--- src/logic/timer_pkg.sv ---
// Register map, reset values and shared types of the auto-reload timer.
// Assumes one clock domain and an AXI4-Lite master driving the registers.
package timer_pkg;

  // ----------------------------------------------------------------
  // Register map (byte addresses)
  // ----------------------------------------------------------------
  localparam int         ADDR_W        = 8;
  localparam logic [7:0] CTRL_OFS      = 8'hc8;
  localparam logic [7:0] RELOAD_LO_OFS = 8'hcc;
  localparam logic [7:0] RELOAD_HI_OFS = 8'hd0;
  localparam logic [7:0] COUNT_LO_OFS  = 8'hd4;
  localparam logic [7:0] COUNT_HI_OFS  = 8'hd8;
  localparam logic [7:0] CLKSEL_OFS    = 8'hdc;
  localparam logic [7:0] CORE_IE_OFS   = 8'he0;
  localparam logic [7:0] STATUS_OFS    = 8'he4;
  localparam logic [7:0] MASK_OFS      = 8'he8;

  // ----------------------------------------------------------------
  // Reset values and field positions
  // ----------------------------------------------------------------
  localparam logic [7:0] CTRL_RST    = 8'h00;
  localparam logic [7:0] RELOAD_RST  = 8'h00;
  localparam logic [7:0] COUNT_RST   = 8'h00;
  localparam logic [1:0] CLKSEL_RST  = 2'h0;
  localparam logic       CORE_IE_RST = 1'h0;
  localparam logic [1:0] MASK_RST    = 2'h3;
  localparam int         CKS_LO      = 0;
  localparam int         CKS_HI      = 1;
  localparam int         ST_HI       = 0;
  localparam int         ST_LO       = 1;

  // ----------------------------------------------------------------
  // Prescaler counts and bus answers
  // ----------------------------------------------------------------
  localparam logic [3:0] DIV12_LAST   = 4'hb;
  localparam logic [2:0] EXT_DIV_LAST = 3'h7;
  localparam logic [1:0] RESP_OKAY    = 2'h0;
  localparam logic [1:0] RESP_DECERR  = 2'h3;

  typedef struct packed {
    logic high_overflow_flag;
    logic low_overflow_flag;
    logic low_interrupt_enable;
    logic lf_capture_enable;
    logic split_mode_select;
    logic high_run_control;
    logic unused;
    logic external_clock_select;
  } ctrl_t;

  typedef struct packed {
    logic sys_div12;
    logic ext_div8;
  } tick_src_t;

  typedef enum logic [3:0] {
    SEL_CTRL, SEL_RLO, SEL_RHI, SEL_CLO, SEL_CHI,
    SEL_CKS, SEL_IE, SEL_STAT, SEL_MASK, SEL_NONE
  } reg_sel_t;

endpackage

--- src/logic/tick_gen.sv ---
// Counting-clock prescalers: system clock / 12 and external clock / 8.
// Assumes ext_osc is slower than half of mclk.
module tick_gen (
  input  wire logic              mclk,
  input  wire logic              srst,
  input  wire logic              ext_osc,
  output timer_pkg::tick_src_t   ticks
);
  logic [3:0] div12_reg;
  logic       sync1_reg;
  logic       sync2_reg;
  logic       sync3_reg;
  logic [2:0] ext_cnt_reg;
  logic       ext_rise;

  assign ext_rise = sync2_reg & ~sync3_reg;

  always_ff @(posedge mclk) begin
    if (srst) begin
      div12_reg   <= 4'h0;
      sync1_reg   <= 1'b0;
      sync2_reg   <= 1'b0;
      sync3_reg   <= 1'b0;
      ext_cnt_reg <= 3'h0;
    end else begin
      div12_reg   <= (div12_reg == timer_pkg::DIV12_LAST) ? 4'h0
                     : div12_reg + 4'h1;
      sync1_reg   <= ext_osc;
      sync2_reg   <= sync1_reg;
      sync3_reg   <= sync2_reg;
      if (ext_rise) begin
        ext_cnt_reg <= ext_cnt_reg + 3'h1;
      end
    end
  end

  assign ticks.sys_div12 = (div12_reg == timer_pkg::DIV12_LAST);
  assign ticks.ext_div8  = ext_rise &
                           (ext_cnt_reg == timer_pkg::EXT_DIV_LAST);
endmodule // tick_gen

--- src/logic/byte_counter.sv ---
// One count byte with software load and reload on wrap.
// Assumes inc is a one-cycle pulse per counting-clock tick.
module byte_counter #(
  parameter int WIDTH = 8
) (
  input  wire logic             mclk,
  input  wire logic             srst,
  input  wire logic             wr_en,
  input  wire logic [WIDTH-1:0] wr_val,
  input  wire logic             inc,
  input  wire logic             reload_wrap,
  input  wire logic [WIDTH-1:0] reload_val,
  output logic      [WIDTH-1:0] count,
  output logic                  at_max,
  output logic                  wrap
);
  assign at_max = &count;
  // Software load wins, so no wrap is reported under a write
  assign wrap   = inc & at_max & ~wr_en;

  always_ff @(posedge mclk) begin
    if (srst) begin
      count <= WIDTH'(timer_pkg::COUNT_RST);
    end else if (wr_en) begin
      count <= wr_val;
    end else if (wrap) begin
      count <= reload_wrap ? reload_val : '0;
    end else if (inc) begin
      count <= count + WIDTH'(1);
    end
  end
endmodule // byte_counter

--- src/logic/auto_reload_timer.sv ---
// Auto-reload timer, 16-bit or split 8-bit, with AXI4-Lite registers.
// Assumes one clock mclk; ext_osc is the raw external oscillator.
// Behaviour
// - Count held as two 8-bit bytes
// - Control bit 3 selects split mode
// - Clocks: system, system/12, external/8
// - External clock synchronised before counting
// - 16-bit wrap reloads both bytes, sets high flag
// - 16-bit overflow interrupts when enabled
// - Low-byte wrap interrupts with low enable
// - Split bytes reload from own registers
// - Run bit gates both bytes in 16-bit mode, high byte only in split
// - Per-byte select: system or shared source
// - Split wraps set respective overflow flags
// - Split interrupts: high, or either with enable
// - Flags cleared only by software
module auto_reload_timer (
  input  wire logic        mclk,
  input  wire logic        srst,
  input  wire logic        ext_osc,
  input  wire logic [7:0]  awaddr,
  input  wire logic        awvalid,
  output logic             awready,
  input  wire logic [31:0] wdata,
  input  wire logic [3:0]  wstrb,
  input  wire logic        wvalid,
  output logic             wready,
  output logic [1:0]       bresp,
  output logic             bvalid,
  input  wire logic        bready,
  input  wire logic [7:0]  araddr,
  input  wire logic        arvalid,
  output logic             arready,
  output logic [31:0]      rdata,
  output logic [1:0]       rresp,
  output logic             rvalid,
  input  wire logic        rready,
  output logic             irq
);
  // ----------------------------------------------------------------
  // State
  // ----------------------------------------------------------------
  timer_pkg::ctrl_t     ctrl_reg;
  timer_pkg::ctrl_t     ctrl_next;
  timer_pkg::tick_src_t ticks;
  timer_pkg::reg_sel_t  wsel;
  timer_pkg::reg_sel_t  rsel;
  logic [7:0]           reload_lo_reg;
  logic [7:0]           reload_hi_reg;
  logic [1:0]           clksel_reg;
  logic [1:0]           mask_reg;
  logic                 core_ie_reg;
  logic                 irq_next;
  logic [7:0]           awaddr_reg;
  logic [7:0]           wbyte_reg;
  logic                 wen_reg;
  logic                 do_write;
  logic                 wr_on;
  logic                 wr_ctrl;
  logic                 wr_stat;
  logic                 wr_clo;
  logic                 wr_chi;
  logic [1:0]           stat_clr;
  logic [7:0]           rd_byte;
  logic [7:0]           cnt_lo;
  logic [7:0]           cnt_hi;
  logic                 lo_at_max;
  logic                 hi_at_max;
  logic                 lo_wrap;
  logic                 hi_wrap;
  logic                 tick_lo;
  logic                 tick_hi;
  logic                 lo_inc;
  logic                 hi_inc;
  logic                 split;
  logic                 run;
  logic [1:0]           evt;

  function automatic timer_pkg::reg_sel_t reg_index(input logic [7:0] a);
    unique case (a)
      timer_pkg::CTRL_OFS:      reg_index = timer_pkg::SEL_CTRL;
      timer_pkg::RELOAD_LO_OFS: reg_index = timer_pkg::SEL_RLO;
      timer_pkg::RELOAD_HI_OFS: reg_index = timer_pkg::SEL_RHI;
      timer_pkg::COUNT_LO_OFS:  reg_index = timer_pkg::SEL_CLO;
      timer_pkg::COUNT_HI_OFS:  reg_index = timer_pkg::SEL_CHI;
      timer_pkg::CLKSEL_OFS:    reg_index = timer_pkg::SEL_CKS;
      timer_pkg::CORE_IE_OFS:   reg_index = timer_pkg::SEL_IE;
      timer_pkg::STATUS_OFS:    reg_index = timer_pkg::SEL_STAT;
      timer_pkg::MASK_OFS:      reg_index = timer_pkg::SEL_MASK;
      default:                  reg_index = timer_pkg::SEL_NONE;
    endcase
  endfunction

  // System clock or the shared source
  function automatic logic pick_tick(input logic use_sys,
                                     input logic ext_sel,
                                     input timer_pkg::tick_src_t t);
    pick_tick = use_sys | (ext_sel ? t.ext_div8 : t.sys_div12);
  endfunction

  // ----------------------------------------------------------------
  // AXI4-Lite slave
  // ----------------------------------------------------------------
  // Address and data are held until the response is accepted
  assign do_write = ~awready & ~wready & ~bvalid;
  assign wsel     = reg_index(awaddr_reg);
  assign rsel     = reg_index(araddr);
  assign wr_on    = do_write & wen_reg & (wsel != timer_pkg::SEL_NONE);
  assign wr_ctrl  = wr_on & (wsel == timer_pkg::SEL_CTRL);
  assign wr_stat  = wr_on & (wsel == timer_pkg::SEL_STAT);
  assign wr_clo   = wr_on & (wsel == timer_pkg::SEL_CLO);
  assign wr_chi   = wr_on & (wsel == timer_pkg::SEL_CHI);
  assign stat_clr = wr_stat ? wbyte_reg[1:0] : 2'h0;

  always_ff @(posedge mclk) begin
    if (srst) begin
      awready    <= 1'b1;
      wready     <= 1'b1;
      bvalid     <= 1'b0;
      bresp      <= timer_pkg::RESP_OKAY;
      awaddr_reg <= 8'h00;
      wbyte_reg  <= 8'h00;
      wen_reg    <= 1'b0;
    end else begin
      if (awvalid & awready) begin
        awready    <= 1'b0;
        awaddr_reg <= awaddr;
      end
      if (wvalid & wready) begin
        wready    <= 1'b0;
        wbyte_reg <= wdata[7:0];
        wen_reg   <= wstrb[0];
      end
      if (do_write) begin
        bvalid <= 1'b1;
        bresp  <= (wsel == timer_pkg::SEL_NONE) ? timer_pkg::RESP_DECERR
                  : timer_pkg::RESP_OKAY;
      end
      if (bvalid & bready) begin
        bvalid  <= 1'b0;
        awready <= 1'b1;
        wready  <= 1'b1;
      end
    end
  end

  assign rd_byte =
    (rsel == timer_pkg::SEL_CTRL) ? ctrl_reg :
    (rsel == timer_pkg::SEL_RLO)  ? reload_lo_reg :
    (rsel == timer_pkg::SEL_RHI)  ? reload_hi_reg :
    (rsel == timer_pkg::SEL_CLO)  ? cnt_lo :
    (rsel == timer_pkg::SEL_CHI)  ? cnt_hi :
    (rsel == timer_pkg::SEL_CKS)  ? {6'h00, clksel_reg} :
    (rsel == timer_pkg::SEL_IE)   ? {7'h00, core_ie_reg} :
    (rsel == timer_pkg::SEL_STAT) ?
      {6'h00, ctrl_reg.low_overflow_flag, ctrl_reg.high_overflow_flag} :
    (rsel == timer_pkg::SEL_MASK) ? {6'h00, mask_reg} : 8'h00;

  always_ff @(posedge mclk) begin
    if (srst) begin
      arready <= 1'b1;
      rvalid  <= 1'b0;
      rdata   <= 32'h0000_0000;
      rresp   <= timer_pkg::RESP_OKAY;
    end else if (arvalid & arready) begin
      arready <= 1'b0;
      rvalid  <= 1'b1;
      rdata   <= {24'h00_0000, rd_byte};
      rresp   <= (rsel == timer_pkg::SEL_NONE) ? timer_pkg::RESP_DECERR
                 : timer_pkg::RESP_OKAY;
    end else if (rvalid & rready) begin
      rvalid  <= 1'b0;
      arready <= 1'b1;
    end
  end

  // ----------------------------------------------------------------
  // Control register and overflow flags
  // ----------------------------------------------------------------
  // Flags only cleared by software writes
  assign ctrl_next.high_overflow_flag = hi_wrap |
    (wr_ctrl ? wbyte_reg[7]
             : (ctrl_reg.high_overflow_flag & ~stat_clr[timer_pkg::ST_HI]));
  // Low wrap sets its flag, set wins
  assign ctrl_next.low_overflow_flag = lo_wrap |
    (wr_ctrl ? wbyte_reg[6]
             : (ctrl_reg.low_overflow_flag & ~stat_clr[timer_pkg::ST_LO]));
  assign ctrl_next.low_interrupt_enable =
    wr_ctrl ? wbyte_reg[5] : ctrl_reg.low_interrupt_enable;
  // Capture is stored only; it steers nothing here
  assign ctrl_next.lf_capture_enable =
    wr_ctrl ? wbyte_reg[4] : ctrl_reg.lf_capture_enable;
  assign ctrl_next.split_mode_select =
    wr_ctrl ? wbyte_reg[3] : ctrl_reg.split_mode_select;
  assign ctrl_next.high_run_control =
    wr_ctrl ? wbyte_reg[2] : ctrl_reg.high_run_control;
  assign ctrl_next.unused = 1'b0;
  assign ctrl_next.external_clock_select =
    wr_ctrl ? wbyte_reg[0] : ctrl_reg.external_clock_select;

  always_ff @(posedge mclk) begin
    if (srst) begin
      ctrl_reg      <= timer_pkg::CTRL_RST;
      reload_lo_reg <= timer_pkg::RELOAD_RST;
      reload_hi_reg <= timer_pkg::RELOAD_RST;
      clksel_reg    <= timer_pkg::CLKSEL_RST;
      core_ie_reg   <= timer_pkg::CORE_IE_RST;
      mask_reg      <= timer_pkg::MASK_RST;
      irq           <= 1'b0;
    end else begin
      ctrl_reg <= ctrl_next;
      irq      <= irq_next;
      // Reloads take effect at next wrap
      if (wr_on && wsel == timer_pkg::SEL_RLO) begin
        reload_lo_reg <= wbyte_reg;
      end
      if (wr_on && wsel == timer_pkg::SEL_RHI) begin
        reload_hi_reg <= wbyte_reg;
      end
      if (wr_on && wsel == timer_pkg::SEL_CKS) begin
        clksel_reg <= wbyte_reg[1:0];
      end
      if (wr_on && wsel == timer_pkg::SEL_IE) begin
        core_ie_reg <= wbyte_reg[0];
      end
      if (wr_on && wsel == timer_pkg::SEL_MASK) begin
        mask_reg <= wbyte_reg[1:0];
      end
    end
  end

  // ----------------------------------------------------------------
  // Counting
  // ----------------------------------------------------------------
  // Bit 3 chooses split or 16-bit
  assign split = ctrl_reg.split_mode_select;
  assign run   = ctrl_reg.high_run_control;

  tick_gen u_tick (
    .mclk    (mclk),
    .srst    (srst),
    .ext_osc (ext_osc),
    .ticks   (ticks)
  );

  // Each byte picks its counting clock
  assign tick_lo = pick_tick(clksel_reg[timer_pkg::CKS_LO],
                             ctrl_reg.external_clock_select, ticks);
  assign tick_hi = pick_tick(clksel_reg[timer_pkg::CKS_HI],
                             ctrl_reg.external_clock_select, ticks);

  // Low byte free-runs in split mode
  assign lo_inc = tick_lo & (split | run);
  // High byte takes the low carry in 16-bit mode, its own tick gated by run in split
  assign hi_inc = split ? (tick_hi & run) : lo_wrap;

  // Low reloads on full overflow in 16-bit mode, on every wrap in split
  byte_counter #(.WIDTH(8)) u_low (
    .mclk        (mclk),
    .srst        (srst),
    .wr_en       (wr_clo),
    .wr_val      (wbyte_reg),
    .inc         (lo_inc),
    .reload_wrap (split | hi_at_max),
    .reload_val  (reload_lo_reg),
    .count       (cnt_lo),
    .at_max      (lo_at_max),
    .wrap        (lo_wrap)
  );

  // High byte always reloads its own value
  byte_counter #(.WIDTH(8)) u_high (
    .mclk        (mclk),
    .srst        (srst),
    .wr_en       (wr_chi),
    .wr_val      (wbyte_reg),
    .inc         (hi_inc),
    .reload_wrap (1'b1),
    .reload_val  (reload_hi_reg),
    .count       (cnt_hi),
    .at_max      (hi_at_max),
    .wrap        (hi_wrap)
  );

  // ----------------------------------------------------------------
  // Interrupt request
  // ----------------------------------------------------------------
  // High always, low only with enable
  assign evt = {ctrl_reg.low_overflow_flag &
                  ctrl_reg.low_interrupt_enable,
                ctrl_reg.high_overflow_flag};
  // Level request while an enabled flag stands
  assign irq_next = core_ie_reg & |(evt & mask_reg);
endmodule // auto_reload_timer

--- config.mk ---
export PLATFORM = sky130hd
export DESIGN_NAME = auto_reload_timer
export DESIGN_NICKNAME = d
export VERILOG_FILES = /design/src/logic/timer_pkg.sv /design/src/logic/tick_gen.sv /design/src/logic/byte_counter.sv /design/src/logic/auto_reload_timer.sv
export SDC_FILE = /design/constraint.sdc
export NUM_CORES = 1
export LEC_CHECK = 0
export BUFFER_PORTS_ARGS = -buffer_cell sky130_fd_sc_hd__buf_2
export CORE_MARGIN = 4
export CORE_UTILIZATION = 59
export DETAILED_ROUTE_END_ITERATION = 16
export PLACE_DENSITY_LB_ADDON = 0.12
export RECOVER_POWER = 25
export SYNTH_ARGS = -nofsm -noshare
export SYNTH_HDL_FRONTEND = slang
export SYNTH_SLANG_ARGS = --single-unit
export TNS_END_PERCENT = 1
--- constraint.sdc ---
create_clock -name mclk -period 5.65 [get_ports mclk]
set_clock_uncertainty 0.1 [all_clocks]
set_input_delay 0.565 -clock mclk [delete_from_list [all_inputs] [get_ports mclk]]
set_output_delay 0.565 -clock mclk [all_outputs]
set_load 0.02 [all_outputs]
Word level (Yosys, flattened, before mapping). Index checks and enable logic that the tools add are counted.

Add/subtract/negate cells: 4. Mux-type cells: 29. Eq/ne operators: 39. Bitwise operators: 40. Reductions and logical operators: 15.

Operator list (number): $eq A8 B8 Y1 const B (18); $mux W8 (12); $pmux W4 S9 (2); $eq A4 B3 Y1 const B (8); $and A1 B1 Y1 (25); $eq A4 B4 Y1 const B (5); $add A8 B1 Y8 const B (2); $eq A4 B2 Y1 const B (4); $reduce_and A8 Y1 (2); $mux W2 (7); $eq A4 B1 Y1 const B (2); $logic_not A4 Y1 (2); $mux W1 (8); $not A1 Y1 (8); $or A1 B1 Y1 (6); $reduce_bool A3 Y1 (2); $reduce_or A2 Y1 (3); $logic_and A1 B1 Y1 (5); $add A4 B1 Y4 const B (1); $ne A4 B4 Y1 const B (1); $add A3 B1 Y3 const B (1); $eq A3 B3 Y1 const B (1); $and A2 B2 Y2 (1); $reduce_bool A2 Y1 (1).

Output and inout bits: 42. Word-level logic and storage cells: 159. Flip-flop bits (word level): 90. Input bits: 60.

Depth between registers and ports, before layout. Gate-level depths: netlist of the first run.

Depth in word-level cells: 13. Gate-level depth with buffers: 8. Depth with buffers taken out: 7.

By module. A second synthesis of the first run with hierarchy kept.

Cell total of the unflattened synthesis: 579. Area total of the unflattened synthesis: 4813.4 um2.

Modules (own cells, without submodules): auto_reload_timer (cells each 394, area an instance 3275.6 um2, instances 1); byte_counter (cells each 74, area an instance 576.8 um2, instances 2); tick_gen (cells each 37, area an instance 384.1 um2, instances 1).

Least setup slack after synthesis of the first run. OpenSTA, ideal clock, no wires.

Path type: register to register. Start: register u_tick.ext_cnt_reg[0]. End: register u_high.count[7]. Buffers on the path: 0. Slack: 3.428 ns. Arrival time: 2.000 ns. Cell stages (with the launch flop): 8. Required time: 5.428 ns. Setup time: 0.122 ns. Cell sequence: dfxtp_1 > ha_1 > ha_1 > and4b_1 > o32ai_4 > o41ai_4 > nor2_1 > a221o_1.

Longest elaborated chain between the ends: 12.

Ends and longest elaborated chain: start, declared (line tick_gen.sv:13) `logic [2:0] ext_cnt_reg;`; start signal, assigned (line tick_gen.sv:32) `ext_cnt_reg <= ext_cnt_reg + 3'h1;`; $eq A3 B3 Y1 * (line tick_gen.sv:39) `(ext_cnt_reg == timer_pkg::EXT_DIV_LAST);`; $and A1 B1 Y1 * (line tick_gen.sv:38) `assign ticks.ext_div8 = ext_rise &`; $mux W1 * (line auto_reload_timer.sv:98) `pick_tick = use_sys | (ext_sel ? t.ext_div8 : t.sys_div12);`; $or A1 B1 Y1 (line auto_reload_timer.sv:98); $and A1 B1 Y1 (line auto_reload_timer.sv:253) `assign lo_inc = tick_lo & (split | run);`; $and A1 B1 Y1 (2 in series) (line byte_counter.sv:19) `assign wrap = inc & at_max & ~wr_en;`; $mux W1 * (line auto_reload_timer.sv:255) `assign hi_inc = split ? (tick_hi & run) : lo_wrap;`; $and A1 B1 Y1 (2 in series) (line byte_counter.sv:19); $mux W8 (line byte_counter.sv:26) `end else if (wrap) begin`; $mux W8 (line byte_counter.sv:24) `end else if (wr_en) begin`; end signal, assigned (line byte_counter.sv:23) `count <= WIDTH'(timer_pkg::COUNT_RST);`; end signal, assigned (line byte_counter.sv:25) `count <= wr_val;`; end signal, assigned (line byte_counter.sv:27) `count <= reload_wrap ? reload_val : '0;`; end, declared (line byte_counter.sv:13) `output logic [WIDTH-1:0] count,`.

Every way passes the cells marked *; elsewhere a longest branch is shown, timed or not. A chain may end at the register's enable or synchronous reset.

Worst setup path after layout of the first run.
Start: register awaddr_reg[5]. End: register u_high.count[3].

Longest elaborated chain between the ends: 12.

Ends and longest elaborated chain: start, declared (line auto_reload_timer.sv:54) `logic [7:0] awaddr_reg;`; start signal, assigned (line auto_reload_timer.sv:127) `awaddr_reg <= awaddr;`; $eq A8 B8 Y1 (line auto_reload_timer.sv:80) `unique case (a)`; $pmux W4 S9 * (line auto_reload_timer.sv:80); $ne A4 B4 Y1 (line auto_reload_timer.sv:108) `assign wr_on = do_write & wen_reg & (wsel != timer_pkg::SEL_NONE);`; $and A1 B1 Y1 (line auto_reload_timer.sv:108); $and A1 B1 Y1 (line auto_reload_timer.sv:111) `assign wr_clo = wr_on & (wsel == timer_pkg::SEL_CLO);`; $not A1 Y1 (line byte_counter.sv:19); $and A1 B1 Y1 (line byte_counter.sv:19); $mux W1 (line auto_reload_timer.sv:255); $and A1 B1 Y1 (2 in series) (line byte_counter.sv:19); $mux W8 (line byte_counter.sv:26); $mux W8 (line byte_counter.sv:24).

Marked as above.

==> results of run 1 <==
## routing by layer
| layer | track usage, % | part of all wire (%) | wire length [µm] |
|---|---|---|---|
| met2 | 37.3 | 45 | 5100 |
| met5 | 0 | 0 | 0 |
| met4 | 8.53 | 2.7 | 306 |
| met3 | 5.86 | 8.2 | 922 |
| met1 | 36.0 | 44 | 4910 |
## cell type report
cell class / count / share of cell area (%)
multi-input cells: 399 / 51.4
flip-flops and latches: 87 / 35.5
repair buffers: 53 / 5.53
clock buffers: 10 / 2.80
well taps: 99 / 2.52
clock inverters: 6 / 1.40
inverters: 11 / 0.841
## kinds of logic (layout without fill, tap and decap cells)
family	Yosys count	in the layout	synth area share (%)
simple gates	211	211	23.3
compound gates	113	113	18.3
flops	87	87	38.3
buf+inv	71	80	8.17
mux	38	38	8.97
xor+xnor	8	8	1.54
fa+ha+maj	5	5	1.38
other cells	1	24	0.0824
## how the worst max path moves through the flow
| stage | startpoint | end | slack (ns) | depth (start not counted) |
|---|---|---|---|---|
| after floorplan | u_tick.ext_cnt_reg[0] | u_high.count[7] | 3.43 | 7 |
| after CTS | awaddr_reg[5] | u_high.count[3] | 2.93 | 5 |
| final | awaddr_reg[5] | u_high.count[3] | 2.88 | 5 |
| after global placement | wready | u_high.count[5] | 3.00 | 5 |
| after detailed placement | wready | u_high.count[3] | 2.95 | 5 |
| after global routing | wready | u_high.count[3] | 2.72 | 5 |
## cell usage after synthesis, types with 2 or more instances
cell / instances
buf_4: 26
a211o_1: 4
nand3_1: 30
a211oi_1: 8
buf_2: 6
or3_1: 2
nor2b_1: 8
and3_1: 3
a311o_1: 2
a2bb2oi_1: 7
o32a_1: 2
clkbuf_1: 24
and4bb_2: 2
ha_1: 5
and4_1: 5
mux4_2: 2
a221o_1: 7
nor3b_1: 7
and2_1: 3
and4b_1: 3
o31ai_1: 2
o21bai_1: 3
o21ai_0: 14
nor2_1: 68
a21o_1: 3
xor2_1: 4
inv_1: 11
nand4_1: 9
buf_1: 4
a31oi_1: 2
nand4b_1: 2
a221oi_1: 6
nand3b_1: 2
mux2i_1: 34
dfxtp_1: 87
mux2_2: 2
nand2b_1: 2
nor3_1: 8
a21oi_1: 38
nand2_1: 46
and3b_1: 4
nor4_1: 3
xnor2_1: 4
## through the flow
stage	instances	worst slack (ns)	hold slack, ns
final	665	2.88	0.313
after global routing	665	2.72	0.344
after CTS	665	2.93	0.303
after detailed placement	649	2.95	0.335
after global placement	649	3.00	0.337
after floorplan	557	3.43	0.314
## power by group through the flow
stage	Clock (mW)	Combinational (mW)	Sequential (mW)
4_1_cts	0.456	0.106	0.652
6_report	0.450	0.106	0.652
3_3_place_gp	0	0.103	0.665
5_1_grt	0.480	0.119	0.655
2_1_floorplan	0	0.0881	0.663
3_5_place_dp	0	0.106	0.666
## worst register-to-register path, delay by kind of cell, from the launching register on
kind / cells / cell delay, ns
AND/OR/NAND/NOR: 3 / 1.13
AO/OA/AOI/OAI: 2 / 0.94
flip-flops: 1 / 0.55
==> results.cfg, run 1 <==
[clock_network]
post-cts-setup-buffer-count = 0
numClockSinks = 87
clockBufferDepth = 2
insertion_delay_ns = 0.36
cts_resized = 0
cts_hold_buf = 0
cts_tree = built
htreeDepth = 3
clk_pin_slew_ns = 0.09
cts_root_buffer = clkbuf_8
numCtsBuffers = 9

[logic_synthesis]
async_reset_ff_share_pct = 0
netlist_area_mm2 = 0.00455
synth_top_cell_area_share_pct = 38.3
yosys-top-cells-area = dfxtp_1 38%, mux2i_1 7.5%, nor2_1 5.6%
yosysTopAreaCell = dfxtp_1
syn_avg_cell_area_um2 = 8.52
synth_seq_cells = 87
synthFlopType = dfxtp_1
synthDistinctLibCells = 63
ys_warn_count = 0
netlist_instances = 534
synth_edf_count = 0
ys_seq_area_share_pct = 38.3

[detailed_routing]
dr.first_iter.drc_count = 302
vias_per_cell = 6.01
via_count = 3995
ant_nets = 0
firstDrtPassIters = 5
wire_per_inst_um = 16.9
drc = 0
wl_um = 11200

[global_route]
grt_usage_pct = 25.2
grt_max_degree = 84
grt_overflow = 0
antenna_found_initial = 0
grt_pass1_wl_um = 17900
grt_pass1_vias = 3477

[timing]
hold_viol_final = 0
tightest_slew_ns = 0.844
setup_viol = 0
min_period_ns = 2.77
period_share_pct = 49.0
max_freq_ghz = 0.361
rsz0062_at_grt = false
drv_slew = 0
setup_tns_ns = 0
max-slew-margin-rel_pct = 43.7

[floorplan]
start_util_pct = 61.7
fp-row-count = 31
die_area_mm2 = 0.00918
coreArea_mm2 = 0.00737
die_h_um = 95.8
ios = 102
die-width_um = 95.8

[place]
hpwl_um = 8020
postPlaceCellArea_mm2 = 0.00470
gp_congestion = 0.930
portBuffers = 50

[outcome]
outcome = completed

[pwr]
p_leak_nw = 1.96
p_clk_share_pct = 37.2
p_per_area_mw_per_mm2 = 246
comb_power_share_pct = 8.8
p_int_uw = 885
power_switching_uw = 322
ir_drop_uv = 183
p_total_mw = 1.21
pwr-share-seq_pct = 54.0
swShare_pct = 26.7

[setup_path]
worst_setup_path_start_kind = register
worstPathCellList = and3b_1 > and4_1 > o41ai_4 > and2_0 > a221o_1
path_buf_inv = 0
cp_max_fo = 11
rr_startpoint = awaddr_reg[5]
cp.arrival_ns = 2.97
cp.required_ns = 5.86
r2r-end = u_high.count[3]
reg2reg_depth = 5
ff2ff_setup_slack_ns = 2.88
crit_family = simple AND/OR/NAND/NOR gates
crit_slowest_cell = o41ai_4
crit_path_end_kind = register
slowest_delay_ns = 0.71
worstSetupPathType = register to register

[final_layout]
num_antenna_cells = 0
fin_area_mm2 = 0.00491
fin_util_pct = 66.6
nNetsFinal = 626
nFillCells = 643
regArea_mm2 = 0.00174
drive_gt1_share_pct = 14.1
layout.cells.most_common = dfxtp_1
multi_input_area_mm2 = 0.00252
final_cell_mix = 87 x dfxtp_1, 68 x nor2_1, 49 x buf_2
syn2layout_area_growth_pct = 7.87

[hold_path]
min_from = ext_osc
whs_path_depth = 2
min_to = u_tick.sync1_reg
hold_class = input port to register

[flow_run]
cap_violations = 0
Note: power is estimated with default switching activity, not from simulation.
==> run 2, diff against run 1 <==
CORE_UTILIZATION = 54   (was 59)
clock period = 2.6 ns   (was 5.65 ns; I/O delays follow)
==> results.cfg, run 2 (synthesized netlist as in run 1, its figures left out) <==
[timing]
min_period_ns = 2.40
hold_viol_final = 0
drv_slew = 83
worst_slack_ns = 0.204
period_share_pct = 92.2
rsz0062_at_grt = false
hold_slack_ns = 0.0290
tightest_slew_ns = 1.81
setup_tns_ns = 0
setup_viol = 0
max-slew-margin-rel_pct = -20.7
max_freq_ghz = 0.417

[global_route]
grt_max_degree = 44
grt_pass1_wl_um = 18500
grt_usage_pct = 23.3
antenna_found_initial = 0
grt_pass1_vias = 3685
grt_overflow = 0

[flow_run]
cap_violations = 2

[floorplan]
start_util_pct = 55.4
fp-row-count = 33
die_area_mm2 = 0.00996
ios = 102
coreArea_mm2 = 0.00822
die-width_um = 99.8
die_h_um = 99.8

[clock_network]
clockBufferDepth = 2
insertion_delay_ns = 0.36
cts_tree = built
clk_pin_slew_ns = 0.10
htreeDepth = 3
cts_hold_buf = 0
cts_resized = 0
numClockSinks = 87
cts_root_buffer = clkbuf_8
post-cts-setup-buffer-count = 0
numCtsBuffers = 9

[pwr]
p_total_mw = 2.64
p_per_area_mw_per_mm2 = 525
p_leak_nw = 2.02
ir_drop_uv = 337

[hold_path]
hold_class = input port to register

[detailed_routing]
ant_nets = 0
wl_um = 11500
vias_per_cell = 5.84
via_count = 4013
firstDrtPassIters = 4
drc = 0
wire_per_inst_um = 16.7
dr.first_iter.drc_count = 267

[setup_path]
crit_family = compound AO/OA/AOI/OAI gates
crit_slowest_cell = o41ai_4
cp.required_ns = 2.75
cp_max_fo = 9
worstSetupPathType = register to register
worst_setup_path_start_kind = register
cp.arrival_ns = 2.54
crit_path_end_kind = register
slowest_delay_ns = 0.41
path_common_cell = ha_1
worstPathCellList = ha_1 > ha_1 > and4b_1 > o32ai_4 > o41ai_4 > buf_4 > nor2_1 > a221o_1
path_buf_inv = 1

[final_layout]
syn2layout_area_growth_pct = 10.4
final_cell_mix = 87 x dfxtp_1, 68 x nor2_1, 46 x nand2_1
fin_area_mm2 = 0.00502
layout.cells.most_common = dfxtp_1
drive_gt1_share_pct = 15.5
fin_util_pct = 61.1
num_antenna_cells = 0
nNetsFinal = 642
instances_no_fill = 687

[place]
gp_congestion = 0.933
postPlaceCellArea_mm2 = 0.00483
dpl.cell_count = 671
dpl_worst_slack_ns = 0.237
portBuffers = 50
hpwl_um = 8460

[outcome]
violations = max-capacitance violations, max-slew violations
outcome = complete, but fails checks
run 2: changes by cell type in the layout (fill, tap and decap cells not counted), sizes merged:
| cell | delta |
|---|---|
| buf | +10 |
| clkbuf | +6 |
run 2: worst paths after layout:
check / startpoint / endpoint / slack (ns) / depth (start not counted)
worst max-delay path: u_tick.ext_cnt_reg[0] / u_high.count[2] / 0.20 / 8
worst min-delay path: ext_osc / u_tick.sync1_reg / 0.03 / 2
worst min register to register: u_tick.sync1_reg / u_tick.sync2_reg / 0.34 / 1
worst max register to register: u_tick.ext_cnt_reg[0] / u_high.count[2] / 0.20 / 8
run 2: cell type report:
type / count / area [µm²]
Clock inverter: 6 / 68.8
Multi-Input combinational cell: 399 / 2520
Sequential cell: 87 / 1740
Clock buffer: 10 / 138
Fill cell: 778 / 3190
Inverter: 11 / 41.3
Tap cell: 105 / 131
Timing Repair Buffer: 69 / 379
run 2: metal layers:
metal	part of all wire [%]	global-route usage [%]
met5	0	0
met4	2.4	9.35
met3	6.3	3.06
met2	45	36.5
met1	46	32.4
run 2: worst reg2reg max path, delay by kind of cell, from the launching register on:
family                   cells  cell delay [ns]
AO/OA/AOI/OAI                3             0.89
adder cells (fa/ha/maj)      2             0.28
buffers and inverters        1             0.24
flip-flops                   1             0.37
AND/OR/NAND/NOR              2             0.41
run 2: power by group:
group / leakage, nW / switching (mW) / internal, mW
Combinational: 1.20 / 0.160 / 0.0866
Clock: 0.103 / 0.506 / 0.476
Sequential: 0.707 / 0.0410 / 1.37
